===== src/sbl_pkg.sv =====
package sbl_pkg;
  localparam int unsigned CLK_HZ = 100_000_000;
  localparam int unsigned BUS_HZ = 2_000_000;
  // bus-clock enable: one pulse per emulated bus cycle
  localparam int unsigned BUS_DIV = CLK_HZ / BUS_HZ;
  localparam int unsigned BAUD_FAST = 7812;
  localparam int unsigned BAUD_SLOW = 1200;
  localparam int unsigned PRESCALE = 4;
  localparam int unsigned DIVIDER = 4;
  localparam int unsigned OVERSAMPLE = 16;
  localparam int unsigned BITS_PER_CHAR = 10;
  // 16x sample tick in bus cycles: 4*4 at the fast rate, 4*26 at the slow one
  localparam logic [7:0] TICK_FAST = 8'(PRESCALE * DIVIDER);
  localparam logic [7:0] TICK_SLOW = 8'(PRESCALE * 26);
  localparam int unsigned LOOP_CYCLES = 19;
  localparam logic [15:0] DELAY_FAST = 16'h021B;
  // slow timeout kept just over four character times, as at the fast rate
  localparam logic [15:0] DELAY_SLOW = 16'h0DB0;
  localparam logic [7:0] CHAR_BREAK = 8'h00;
  localparam logic [7:0] CHAR_SYNC = 8'hFF;
  localparam logic [7:0] CHAR_SLOW_A = 8'hE0;
  localparam logic [7:0] CHAR_SLOW_B = 8'hC0;
  localparam logic [15:0] ADDR_EEPROM = 16'hB600;
  localparam logic [15:0] ADDR_RAM = 16'h0000;
  localparam logic [15:0] ADDR_PROG = 16'hBF00;
  localparam logic [15:0] ADDR_EPROM = 16'hD000;
  localparam logic [15:0] RAM_FULL_512 = 16'h0200;
  localparam logic [15:0] RAM_FULL_256 = 16'h0100;
  localparam logic [15:0] PROG_COUNT_DEF = 16'h3000;
  localparam logic [15:0] PROG_TIME_DEF = 16'h0FA0;
  typedef enum logic [3:0] {
    SBL_INIT = 4'h0,
    SBL_BREAK = 4'h1,
    SBL_FIRST = 4'h2,
    SBL_LOAD = 4'h3,
    SBL_ECHO = 4'h4,
    SBL_JUMP = 4'h5,
    SBL_PREADY = 4'h6,
    SBL_PWAIT = 4'h7,
    SBL_PBURN = 4'h8,
    SBL_PREAD = 4'h9,
    SBL_PSEND = 4'hA,
    SBL_UREAD = 4'hB,
    SBL_USEND = 4'hC,
    SBL_IDLE = 4'hD
  } sbl_state_t;
endpackage


===== src/sbl_ser_if.sv =====
`timescale 1ns/100ps
interface sbl_ser_if;
  logic [7:0] tick_div;
  logic tx_start;
  logic tx_break;
  logic [7:0] tx_data;
  logic tx_busy;
  logic rx_valid;
  logic [7:0] rx_data;
  modport ctrl (output tick_div, output tx_start, output tx_break, output tx_data,
    input tx_busy, input rx_valid, input rx_data);
  modport unit (input tick_div, input tx_start, input tx_break, input tx_data,
    output tx_busy, output rx_valid, output rx_data);
endinterface


===== src/sbl_loader.sv =====
`timescale 1ns/100ps
// Function
// - after reset start serial unit at 7812 baud, receiver and transmitter on
// - set port wired-OR bit so transmit pin only drives low
// - send one break character before waiting for the first character
// - first character $00 jumps straight to EEPROM at $B600
// - first character $FF keeps default rate
// - first character $E0 or $C0 selects 1200 baud and longer timeout
// - RAM store pointer starts at $0000
// - variable download up to 512 bytes, ended by four idle characters
// - 256-byte RAM variant takes exactly 256 bytes after $FF
// - default timeout is 539 passes of 19 cycles, ended early by arrivals
// - bit time is 16 serial clocks, prescaler 4, divider 4, 10 bits
// - timeout starts after the first $FF and restarts at each byte
// - $FF alone times out and jumps to RAM with nothing stored
// - store each byte, echo it, advance pointer while inside RAM
// - on timeout or full RAM preset index registers and jump to RAM
// - upload sends successive memory bytes forever from caller address
// - write routine starts at $BF00, programs from $D000 by default only after the jump to RAM presets the index registers
// - write routine first sends $FF as ready
// - program byte, wait, read back, echo verify, wait for next
// - count, start address and program time may be overridden
module sbl_loader (
  input wire logic i_clock,
  input wire logic i_reset_n,
  input wire logic i_rxd,
  input wire logic i_small_ram,
  input wire logic i_run_upload,
  input wire logic i_run_program,
  input wire logic [15:0] i_user_addr,
  input wire logic i_user_valid,
  input wire logic [15:0] i_prog_count,
  input wire logic [15:0] i_prog_time,
  input wire logic [15:0] i_prog_addr,
  input wire logic i_prog_override,
  input wire logic [7:0] i_mem_rdata,
  output logic o_txd_out,
  output logic o_txd_oe,
  output logic o_port_wired_or_bit,
  output logic o_mem_we,
  output logic o_mem_re,
  output logic [15:0] o_mem_addr,
  output logic [7:0] o_mem_wdata,
  output logic o_jump,
  output logic [15:0] o_jump_addr,
  output logic [15:0] o_index_x,
  output logic [15:0] o_index_y,
  output logic o_slow_baud
);
  sbl_ser_if ser ();
  sbl_pkg::sbl_state_t state;
  logic [7:0] bus_cnt;
  logic bus_en;
  logic txd_raw;
  logic [15:0] delay_const;
  logic [15:0] delay_cnt;
  logic [4:0] loop_cnt;
  logic timer_on;
  logic timeout;
  logic [15:0] ptr;
  logic [15:0] prog_left;
  logic [15:0] prog_wait;
  logic [15:0] prog_time;
  logic [7:0] rx_hold;
  logic rx_pend;
  logic tx_sent;

  sbl_serial u_serial (
    .i_clock(i_clock),
    .i_reset_n(i_reset_n),
    .i_bus_en(bus_en),
    .i_rxd(i_rxd),
    .o_txd(txd_raw),
    .ser(ser)
  );

  always_ff @(posedge i_clock or negedge i_reset_n) begin
    if (!i_reset_n) begin
      bus_cnt <= 8'h00;
      bus_en <= 1'b0;
    end else begin
      bus_en <= (bus_cnt == 8'(sbl_pkg::BUS_DIV - 1));
      bus_cnt <= (bus_cnt == 8'(sbl_pkg::BUS_DIV - 1)) ? 8'h00 : bus_cnt + 8'h01;
    end
  end

  // wired-or pin: drive only low, pull-up supplies the high
  always_ff @(posedge i_clock or negedge i_reset_n) begin
    if (!i_reset_n) begin
      o_txd_out <= 1'b0;
      o_txd_oe <= 1'b0;
      o_port_wired_or_bit <= 1'b0;
    end else begin
      o_port_wired_or_bit <= 1'b1;
      o_txd_out <= 1'b0;
      o_txd_oe <= !txd_raw;
    end
  end

  // one character of look-ahead, so a byte queued during programming waits
  always_ff @(posedge i_clock or negedge i_reset_n) begin
    if (!i_reset_n) begin
      rx_pend <= 1'b0;
      rx_hold <= 8'h00;
    end else if (ser.rx_valid) begin
      rx_pend <= 1'b1;
      rx_hold <= ser.rx_data;
    end else if (state == sbl_pkg::SBL_FIRST || state == sbl_pkg::SBL_LOAD ||
                 state == sbl_pkg::SBL_PWAIT) begin
      rx_pend <= 1'b0;
    end
  end

  // idle timer: 19-cycle passes counted down from the delay constant
  always_ff @(posedge i_clock or negedge i_reset_n) begin
    if (!i_reset_n) begin
      delay_cnt <= 16'h0000;
      loop_cnt <= 5'h00;
      timeout <= 1'b0;
    end else if (!timer_on || rx_pend) begin
      delay_cnt <= delay_const;
      loop_cnt <= 5'h00;
      timeout <= 1'b0;
    end else if (bus_en && !timeout) begin
      if (loop_cnt == 5'(sbl_pkg::LOOP_CYCLES - 1)) begin
        loop_cnt <= 5'h00;
        delay_cnt <= delay_cnt - 16'h0001;
        if (delay_cnt == 16'h0001) begin
          timeout <= 1'b1;
        end
      end else begin
        loop_cnt <= loop_cnt + 5'h01;
      end
    end
  end

  // the wait starts as soon as a byte is taken, so it also runs during its echo
  always_comb begin
    timer_on = (state == sbl_pkg::SBL_LOAD || state == sbl_pkg::SBL_ECHO);
  end

  always_ff @(posedge i_clock or negedge i_reset_n) begin
    if (!i_reset_n) begin
      state <= sbl_pkg::SBL_INIT;
      ser.tick_div <= sbl_pkg::TICK_FAST;
      ser.tx_start <= 1'b0;
      ser.tx_break <= 1'b0;
      ser.tx_data <= 8'h00;
      delay_const <= sbl_pkg::DELAY_FAST;
      o_slow_baud <= 1'b0;
      ptr <= 16'h0000;
      tx_sent <= 1'b0;
      prog_left <= 16'h0000;
      prog_wait <= 16'h0000;
      prog_time <= 16'h0000;
      o_mem_we <= 1'b0;
      o_mem_re <= 1'b0;
      o_mem_addr <= 16'h0000;
      o_mem_wdata <= 8'h00;
      o_jump <= 1'b0;
      o_jump_addr <= 16'h0000;
      o_index_x <= 16'h0000;
      o_index_y <= 16'h0000;
    end else begin
      ser.tx_start <= 1'b0;
      o_mem_we <= 1'b0;
      o_mem_re <= 1'b0;
      o_jump <= 1'b0;
      unique case (state)
        sbl_pkg::SBL_INIT: begin
          ser.tick_div <= sbl_pkg::TICK_FAST;
          delay_const <= sbl_pkg::DELAY_FAST;
          o_slow_baud <= 1'b0;
          ser.tx_break <= 1'b1;
          ser.tx_start <= 1'b1;
          tx_sent <= 1'b0;
          state <= sbl_pkg::SBL_BREAK;
        end
        sbl_pkg::SBL_BREAK: begin
          tx_sent <= 1'b1;
          if (tx_sent && !ser.tx_busy) begin
            ser.tx_break <= 1'b0;
            state <= sbl_pkg::SBL_FIRST;
          end
        end
        sbl_pkg::SBL_FIRST: begin
          if (rx_pend) begin
            ptr <= sbl_pkg::ADDR_RAM;
            if (rx_hold == sbl_pkg::CHAR_BREAK) begin
              o_jump_addr <= sbl_pkg::ADDR_EEPROM;
              o_jump <= 1'b1;
              state <= sbl_pkg::SBL_IDLE;
            end else if (rx_hold == sbl_pkg::CHAR_SLOW_A ||
                         rx_hold == sbl_pkg::CHAR_SLOW_B) begin
              ser.tick_div <= sbl_pkg::TICK_SLOW;
              delay_const <= sbl_pkg::DELAY_SLOW;
              o_slow_baud <= 1'b1;
              state <= sbl_pkg::SBL_LOAD;
            end else begin
              state <= sbl_pkg::SBL_LOAD;
            end
          end
        end
        sbl_pkg::SBL_LOAD: begin
          if (rx_pend) begin
            o_mem_addr <= ptr;
            o_mem_wdata <= rx_hold;
            o_mem_we <= 1'b1;
            ser.tx_data <= rx_hold;
            ser.tx_start <= 1'b1;
            ptr <= ptr + 16'h0001;
            tx_sent <= 1'b0;
            state <= sbl_pkg::SBL_ECHO;
          end else if (timeout && !i_small_ram) begin
            state <= sbl_pkg::SBL_JUMP;
          end
        end
        sbl_pkg::SBL_ECHO: begin
          tx_sent <= 1'b1;
          if (tx_sent && !ser.tx_busy) begin
            if (ptr == (i_small_ram ? sbl_pkg::RAM_FULL_256 : sbl_pkg::RAM_FULL_512)) begin
              state <= sbl_pkg::SBL_JUMP;
            end else begin
              state <= sbl_pkg::SBL_LOAD;
            end
          end
        end
        sbl_pkg::SBL_JUMP: begin
          o_index_x <= sbl_pkg::PROG_COUNT_DEF;
          o_index_y <= sbl_pkg::ADDR_EPROM;
          o_jump_addr <= sbl_pkg::ADDR_RAM;
          o_jump <= 1'b1;
          state <= sbl_pkg::SBL_IDLE;
        end
        sbl_pkg::SBL_IDLE: begin
          // the loaded program enters a utility by raising one of these
          if (i_run_program) begin
            o_jump_addr <= sbl_pkg::ADDR_PROG;
            prog_left <= i_prog_override ? i_prog_count : o_index_x;
            ptr <= i_prog_override ? i_prog_addr : o_index_y;
            prog_time <= i_prog_override ? i_prog_time : sbl_pkg::PROG_TIME_DEF;
            ser.tx_data <= sbl_pkg::CHAR_SYNC;
            ser.tx_start <= 1'b1;
            tx_sent <= 1'b0;
            state <= sbl_pkg::SBL_PREADY;
          end else if (i_run_upload && i_user_valid) begin
            ptr <= i_user_addr;
            state <= sbl_pkg::SBL_UREAD;
          end
        end
        sbl_pkg::SBL_PREADY: begin
          tx_sent <= 1'b1;
          if (tx_sent && !ser.tx_busy) begin
            state <= sbl_pkg::SBL_PWAIT;
          end
        end
        sbl_pkg::SBL_PWAIT: begin
          // stays here until reset once the count is spent
          if (rx_pend && prog_left != 16'h0000) begin
            o_mem_addr <= ptr;
            o_mem_wdata <= rx_hold;
            o_mem_we <= 1'b1;
            prog_wait <= prog_time;
            state <= sbl_pkg::SBL_PBURN;
          end
        end
        sbl_pkg::SBL_PBURN: begin
          if (bus_en) begin
            if (prog_wait == 16'h0000) begin
              o_mem_re <= 1'b1;
              state <= sbl_pkg::SBL_PREAD;
            end else begin
              prog_wait <= prog_wait - 16'h0001;
            end
          end
        end
        sbl_pkg::SBL_PREAD: begin
          // read data arrives one cycle after the read strobe
          if (!o_mem_re) begin
            ser.tx_data <= i_mem_rdata;
            ser.tx_start <= 1'b1;
            tx_sent <= 1'b0;
            ptr <= ptr + 16'h0001;
            prog_left <= prog_left - 16'h0001;
            state <= sbl_pkg::SBL_PSEND;
          end
        end
        sbl_pkg::SBL_PSEND: begin
          tx_sent <= 1'b1;
          if (tx_sent && !ser.tx_busy) begin
            state <= sbl_pkg::SBL_PWAIT;
          end
        end
        sbl_pkg::SBL_UREAD: begin
          o_mem_addr <= ptr;
          o_mem_re <= 1'b1;
          tx_sent <= 1'b0;
          state <= sbl_pkg::SBL_USEND;
        end
        sbl_pkg::SBL_USEND: begin
          if (!tx_sent && !o_mem_re) begin
            ser.tx_data <= i_mem_rdata;
            ser.tx_start <= 1'b1;
            tx_sent <= 1'b1;
          end else if (tx_sent && !ser.tx_start && !ser.tx_busy) begin
            ptr <= ptr + 16'h0001;
            state <= sbl_pkg::SBL_UREAD;
          end
        end
        default: state <= sbl_pkg::SBL_INIT;
      endcase
    end
  end
endmodule


===== src/sbl_serial.sv =====
`timescale 1ns/100ps
module sbl_serial (
  input wire logic i_clock,
  input wire logic i_reset_n,
  input wire logic i_bus_en,
  input wire logic i_rxd,
  output logic o_txd,
  sbl_ser_if.unit ser
);
  logic [7:0] tick_cnt;
  logic tick;
  logic [3:0] tx_sub;
  logic [3:0] tx_bit;
  logic [9:0] tx_shift;
  logic [3:0] rx_sub;
  logic [3:0] rx_bit;
  logic [7:0] rx_shift;
  logic rx_active;

  always_ff @(posedge i_clock or negedge i_reset_n) begin
    if (!i_reset_n) begin
      tick_cnt <= 8'h00;
      tick <= 1'b0;
    end else begin
      tick <= 1'b0;
      if (i_bus_en) begin
        if (tick_cnt + 8'h01 >= ser.tick_div) begin
          tick_cnt <= 8'h00;
          tick <= 1'b1;
        end else begin
          tick_cnt <= tick_cnt + 8'h01;
        end
      end
    end
  end

  // 16 ticks per bit, 10 bits per character
  always_ff @(posedge i_clock or negedge i_reset_n) begin
    if (!i_reset_n) begin
      tx_sub <= 4'h0;
      tx_bit <= 4'h0;
      tx_shift <= 10'h3FF;
      ser.tx_busy <= 1'b0;
      o_txd <= 1'b1;
    end else if (ser.tx_start && !ser.tx_busy) begin
      tx_shift <= ser.tx_break ? 10'h000 : {1'b1, ser.tx_data, 1'b0};
      tx_sub <= 4'h0;
      tx_bit <= 4'h0;
      ser.tx_busy <= 1'b1;
    end else if (ser.tx_busy && tick) begin
      o_txd <= tx_shift[0];
      tx_sub <= tx_sub + 4'h1;
      if (tx_sub == 4'hF) begin
        tx_shift <= {1'b1, tx_shift[9:1]};
        tx_bit <= tx_bit + 4'h1;
        if (tx_bit == 4'(sbl_pkg::BITS_PER_CHAR - 1)) begin
          ser.tx_busy <= 1'b0;
          o_txd <= 1'b1;
        end
      end
    end
  end

  always_ff @(posedge i_clock or negedge i_reset_n) begin
    if (!i_reset_n) begin
      rx_active <= 1'b0;
      rx_sub <= 4'h0;
      rx_bit <= 4'h0;
      rx_shift <= 8'h00;
      ser.rx_valid <= 1'b0;
      ser.rx_data <= 8'h00;
    end else begin
      ser.rx_valid <= 1'b0;
      if (tick) begin
        if (!rx_active) begin
          if (!i_rxd) begin
            rx_active <= 1'b1;
            rx_sub <= 4'h0;
            rx_bit <= 4'h0;
          end
        end else begin
          rx_sub <= rx_sub + 4'h1;
          if (rx_sub == 4'h7) begin
            // centre of each bit; false start bits are dropped
            if (rx_bit == 4'h0 && i_rxd) begin
              rx_active <= 1'b0;
            end else if (rx_bit == 4'h9) begin
              rx_active <= 1'b0;
              ser.rx_valid <= 1'b1;
              ser.rx_data <= rx_shift;
            end else if (rx_bit != 4'h0) begin
              rx_shift <= {i_rxd, rx_shift[7:1]};
            end
          end
          if (rx_sub == 4'hF) begin
            rx_bit <= rx_bit + 4'h1;
          end
        end
      end
    end
  end
endmodule


===== config.mk =====
export PLATFORM = sky130hd
export DESIGN_NAME = sbl_loader
export DESIGN_NICKNAME = d
export VERILOG_FILES = /design/src/sbl_pkg.sv /design/src/sbl_ser_if.sv /design/src/sbl_loader.sv /design/src/sbl_serial.sv
export SDC_FILE = /design/constraint.sdc
export NUM_CORES = 1
export LEC_CHECK = 0
export ABC_AREA = 1
export ABC_CLOCK_PERIOD_IN_PS = 3600
export BUFFER_PORTS_ARGS = -buffer_cell sky130_fd_sc_hd__clkbuf_2
export CAP_MARGIN = 30
export CORE_MARGIN = 4
export CORE_UTILIZATION = 45
export CTS_CLUSTER_SIZE = 20
export DETAILED_ROUTE_END_ITERATION = 10
export HOLD_SLACK_MARGIN = 0.05
export PLACE_DENSITY = 0.75
export RECOVER_POWER = 25
export SETUP_SLACK_MARGIN = 0.15
export SYNTH_ARGS = -nofsm -noshare
export SYNTH_HDL_FRONTEND = slang
export SYNTH_SLANG_ARGS = --single-unit

===== constraint.sdc =====
create_clock -name i_clock -period 3.6 [get_ports i_clock]
set_input_delay 1.08 -clock i_clock [delete_from_list [all_inputs] [get_ports i_clock]]
set_output_delay 1.08 -clock i_clock [all_outputs]
set_load 0.005 [all_outputs]

==> impl_metrics.ini <==
[floorplan]
start_util = 0.4619
core_um2 = 24600
rows = 57
chipHeight_um = 166.9
dieArea_um2 = 27860
boundaryPins = 159
die_w_um = 166.9

[cells_and_area]
synthToLayoutAreaGrowth_pct = 13.24
num-nets-final = 1708
final_core_util = 0.5231
final_area_um2 = 12870
drive_above_1_share = 0.1312
n_antenna_cell = 0

[global_route]
grt_pass1_wl_um = 47180
grt_max_degree = 76
grt_pass1_vias = 9599
antenna_found_initial = 0
gr-total-overflow = 0
grt_usage = 0.1995

[yosys]
synth_area_leaders = dfrtp_1 (43%), nand2_1 (14%), o21ai_0 (6.2%)
synth_top_area_share = 0.4315
async_flop_share = 1.000
seq_area_frac_synth = 0.4593
synth_most_common_cell = nand2_1
syn_area_um2 = 11370
ys_seq_elements = 208
syn_avg_cell_area_um2 = 7.644
synthFlopType = dfrtp_1
synth_warnings = 0
synth_cells = 1487
ys_top_cells_by_count = nand2_1 (411), dfrtp_1 (196), inv_1 (153)
synth-edff-count = 0
synth_area_leader_cell = dfrtp_1
synth_cell_types = 46

[placed_design]
place_ws_ns = 0.9542
numPortBuffers = 121
place_area_um2 = 12130
gp_congestion = 0.9181
dpl.hpwl_um = 20740

[flow_run]
drv_cap = 1

[sta]
fin_crit_sh = 0.7123
worstMarginPinSlew_ns = 1.990
fin_worst_skew_ns = 0.008037
setup_viol = 0
timing.fmax_ghz = 0.3900
relSlewSlack = -0.3266
fin_crit_ns = 2.564
rsz0062_at_grt = no
setup_ws_ns = 1.036
finalMaxSlewViolations = 74
finalHoldViolations = 0
setup_tns_ns = 0

[clock_network]
cts_root_buf = clkbuf_16
numClockSinks = 208
cts_max_level = 1
clk_latency_ns = 0.52
cts_max_path_buffers = 3
tritoncts = yes
post_cts_resized = 0
cts_buffers = 25
postCtsHoldBufs = 0
postCtsSetupBuffers = 0
clkSlewWorstSetupHoldPaths_ns = 0.06

[worst_setup_path]
cp_max_fo = 17
crit_path_start_kind = register
r2r-start = state[3]
critPathCaptureType = register
crit_required_ns = 4.00
cp.arrival_ns = 2.97
setup.worst_path.class = register to register
startpoint = state[3]
rr_worst_depth = 9

[detailed_routing]
wl_um = 27830
ant_nets = 0
drtIter0Drc = 653
vias = 10020
wire_per_inst_um = 14.30
drc = 0
drtPass1Iterations = 5
avgViaCountPerCell = 5.145

[hold_path]
worstHoldPathCells = 1
min_from = u_serial.o_txd
hp-class = register to register

[pwr]
peakVddDrop_v = 0.0002476
powerDensity_nw_per_um2 = 372.0
leakage_nw = 6.696

[run_status]
violations = capacitance limit, slew limit
outcome = complete, but fails checks
-- metrics by stage --
step	cells	power (mW)	hold slack (ns)
2_1_floorplan	1523	2.431	0.4144
5_1_grt	1947	4.981	0.4567
4_1_cts	1947	4.857	0.4384
3_3_place_gp	1900	2.511	0.4215
6_report	1947	4.788	0.4412
3_5_place_dp	1902	2.511	0.4247
-- path summary, 6_finish.rpt --
kind | end | slack (ns)
min | o_txd_oe | 0.44
max in group asynchronous | prog_left[6] | 1.19
max | ser.tx_data[7] | 1.04
min reg2reg | o_txd_oe | 0.44
min in group asynchronous | prog_wait[12] | 1.12
max reg2reg | ser.tx_data[7] | 1.04
-- routing by layer --
layer	GRT usage	vias up	wire (µm)
li1	-	5001	-
met1	0.2850	4717	12860
met2	0.3265	265	13010
met5	0	-	0
met4	0.04162	0	412
met3	0.02821	35	1550
-- registers in the layout, summed over array words and instances (netlist names), 5 cells and up --
signal	count
u_serial.rx_shift	8
ptr	16
u_serial.tick_cnt	8
prog_left	16
prog_time	16
u_serial.tx_shift	10
loop_cnt	5
o_mem_wdata	8
rx_hold	8
o_mem_addr	16
prog_wait	16
ser.tx_data	8
u_serial.ser.rx_data	8
delay_cnt	16
bus_cnt	8
-- cell usage in the layout, fill, tap and decap left out, drive strengths merged --
cell type / count
a21boi: 1
dfrtp: 196
o22a: 3
o31ai: 5
clkinvlp: 1
ha: 23
nor3b: 1
clkinv: 4
o221ai: 1
a211oi: 1
a32oi: 1
xor2: 21
nor4: 1
o21bai: 1
clkbuf: 160
o211ai: 3
nand2: 417
a21oi: 60
nor3: 15
dfstp: 12
a22o: 4
a22oi: 22
nor2: 155
inv: 163
and3: 2
o21ai: 155
nand4: 25
nand3b: 5
nand3: 98
or2: 4
buf: 13
o2bb2ai: 1
a31oi: 4
o22ai: 3
xnor2: 3
a21o: 1
conb: 38
-- cell type report --
class / count / area (µm²)
clock buffers: 39 / 718.2
clock inverters: 6 / 36.28
fillers: 2350 / 11730
inverters: 162 / 608.1
multi-input cells: 1074 / 5151
flip-flops and latches: 208 / 5220
well taps: 324 / 405.4
repair buffers: 134 / 732.0
-- critical path, stage by stage (launching register included) --
cell and delay, ns:
dfrtp_1 0.52, nand2_1 0.17, nor2_1 0.06, buf_4 0.18, inv_2 0.23, nand3_2 0.42, o21ai_2 0.56, inv_2 0.16
nand2_1 0.09, nand2_1 0.05
-- logic make-up (layout without fill, tap and decap cells) --
kind of cell | count (synthesis) | after routing | synth area share
simple gates | 723 | 723 | 0.2649
compound gates | 266 | 266 | 0.1320
buf+inv | 241 | 341 | 0.09941
flops | 208 | 208 | 0.4593
xor+xnor | 24 | 24 | 0.01849
fa+ha+maj | 23 | 23 | 0.02532
other cells | 2 | 38 | 0.0006607
-- report_power, final --
part	switching, mW	total [mW]	leakage, nW	internal (mW)
Combinational	0.0841	0.124	3.71	0.0398
Sequential	0.00111	2.34	2.62	2.34
Clock	0.957	2.32	0.369	1.37
Total	1.04	4.79	6.70	3.75
(Power assumes the default switching activity.)
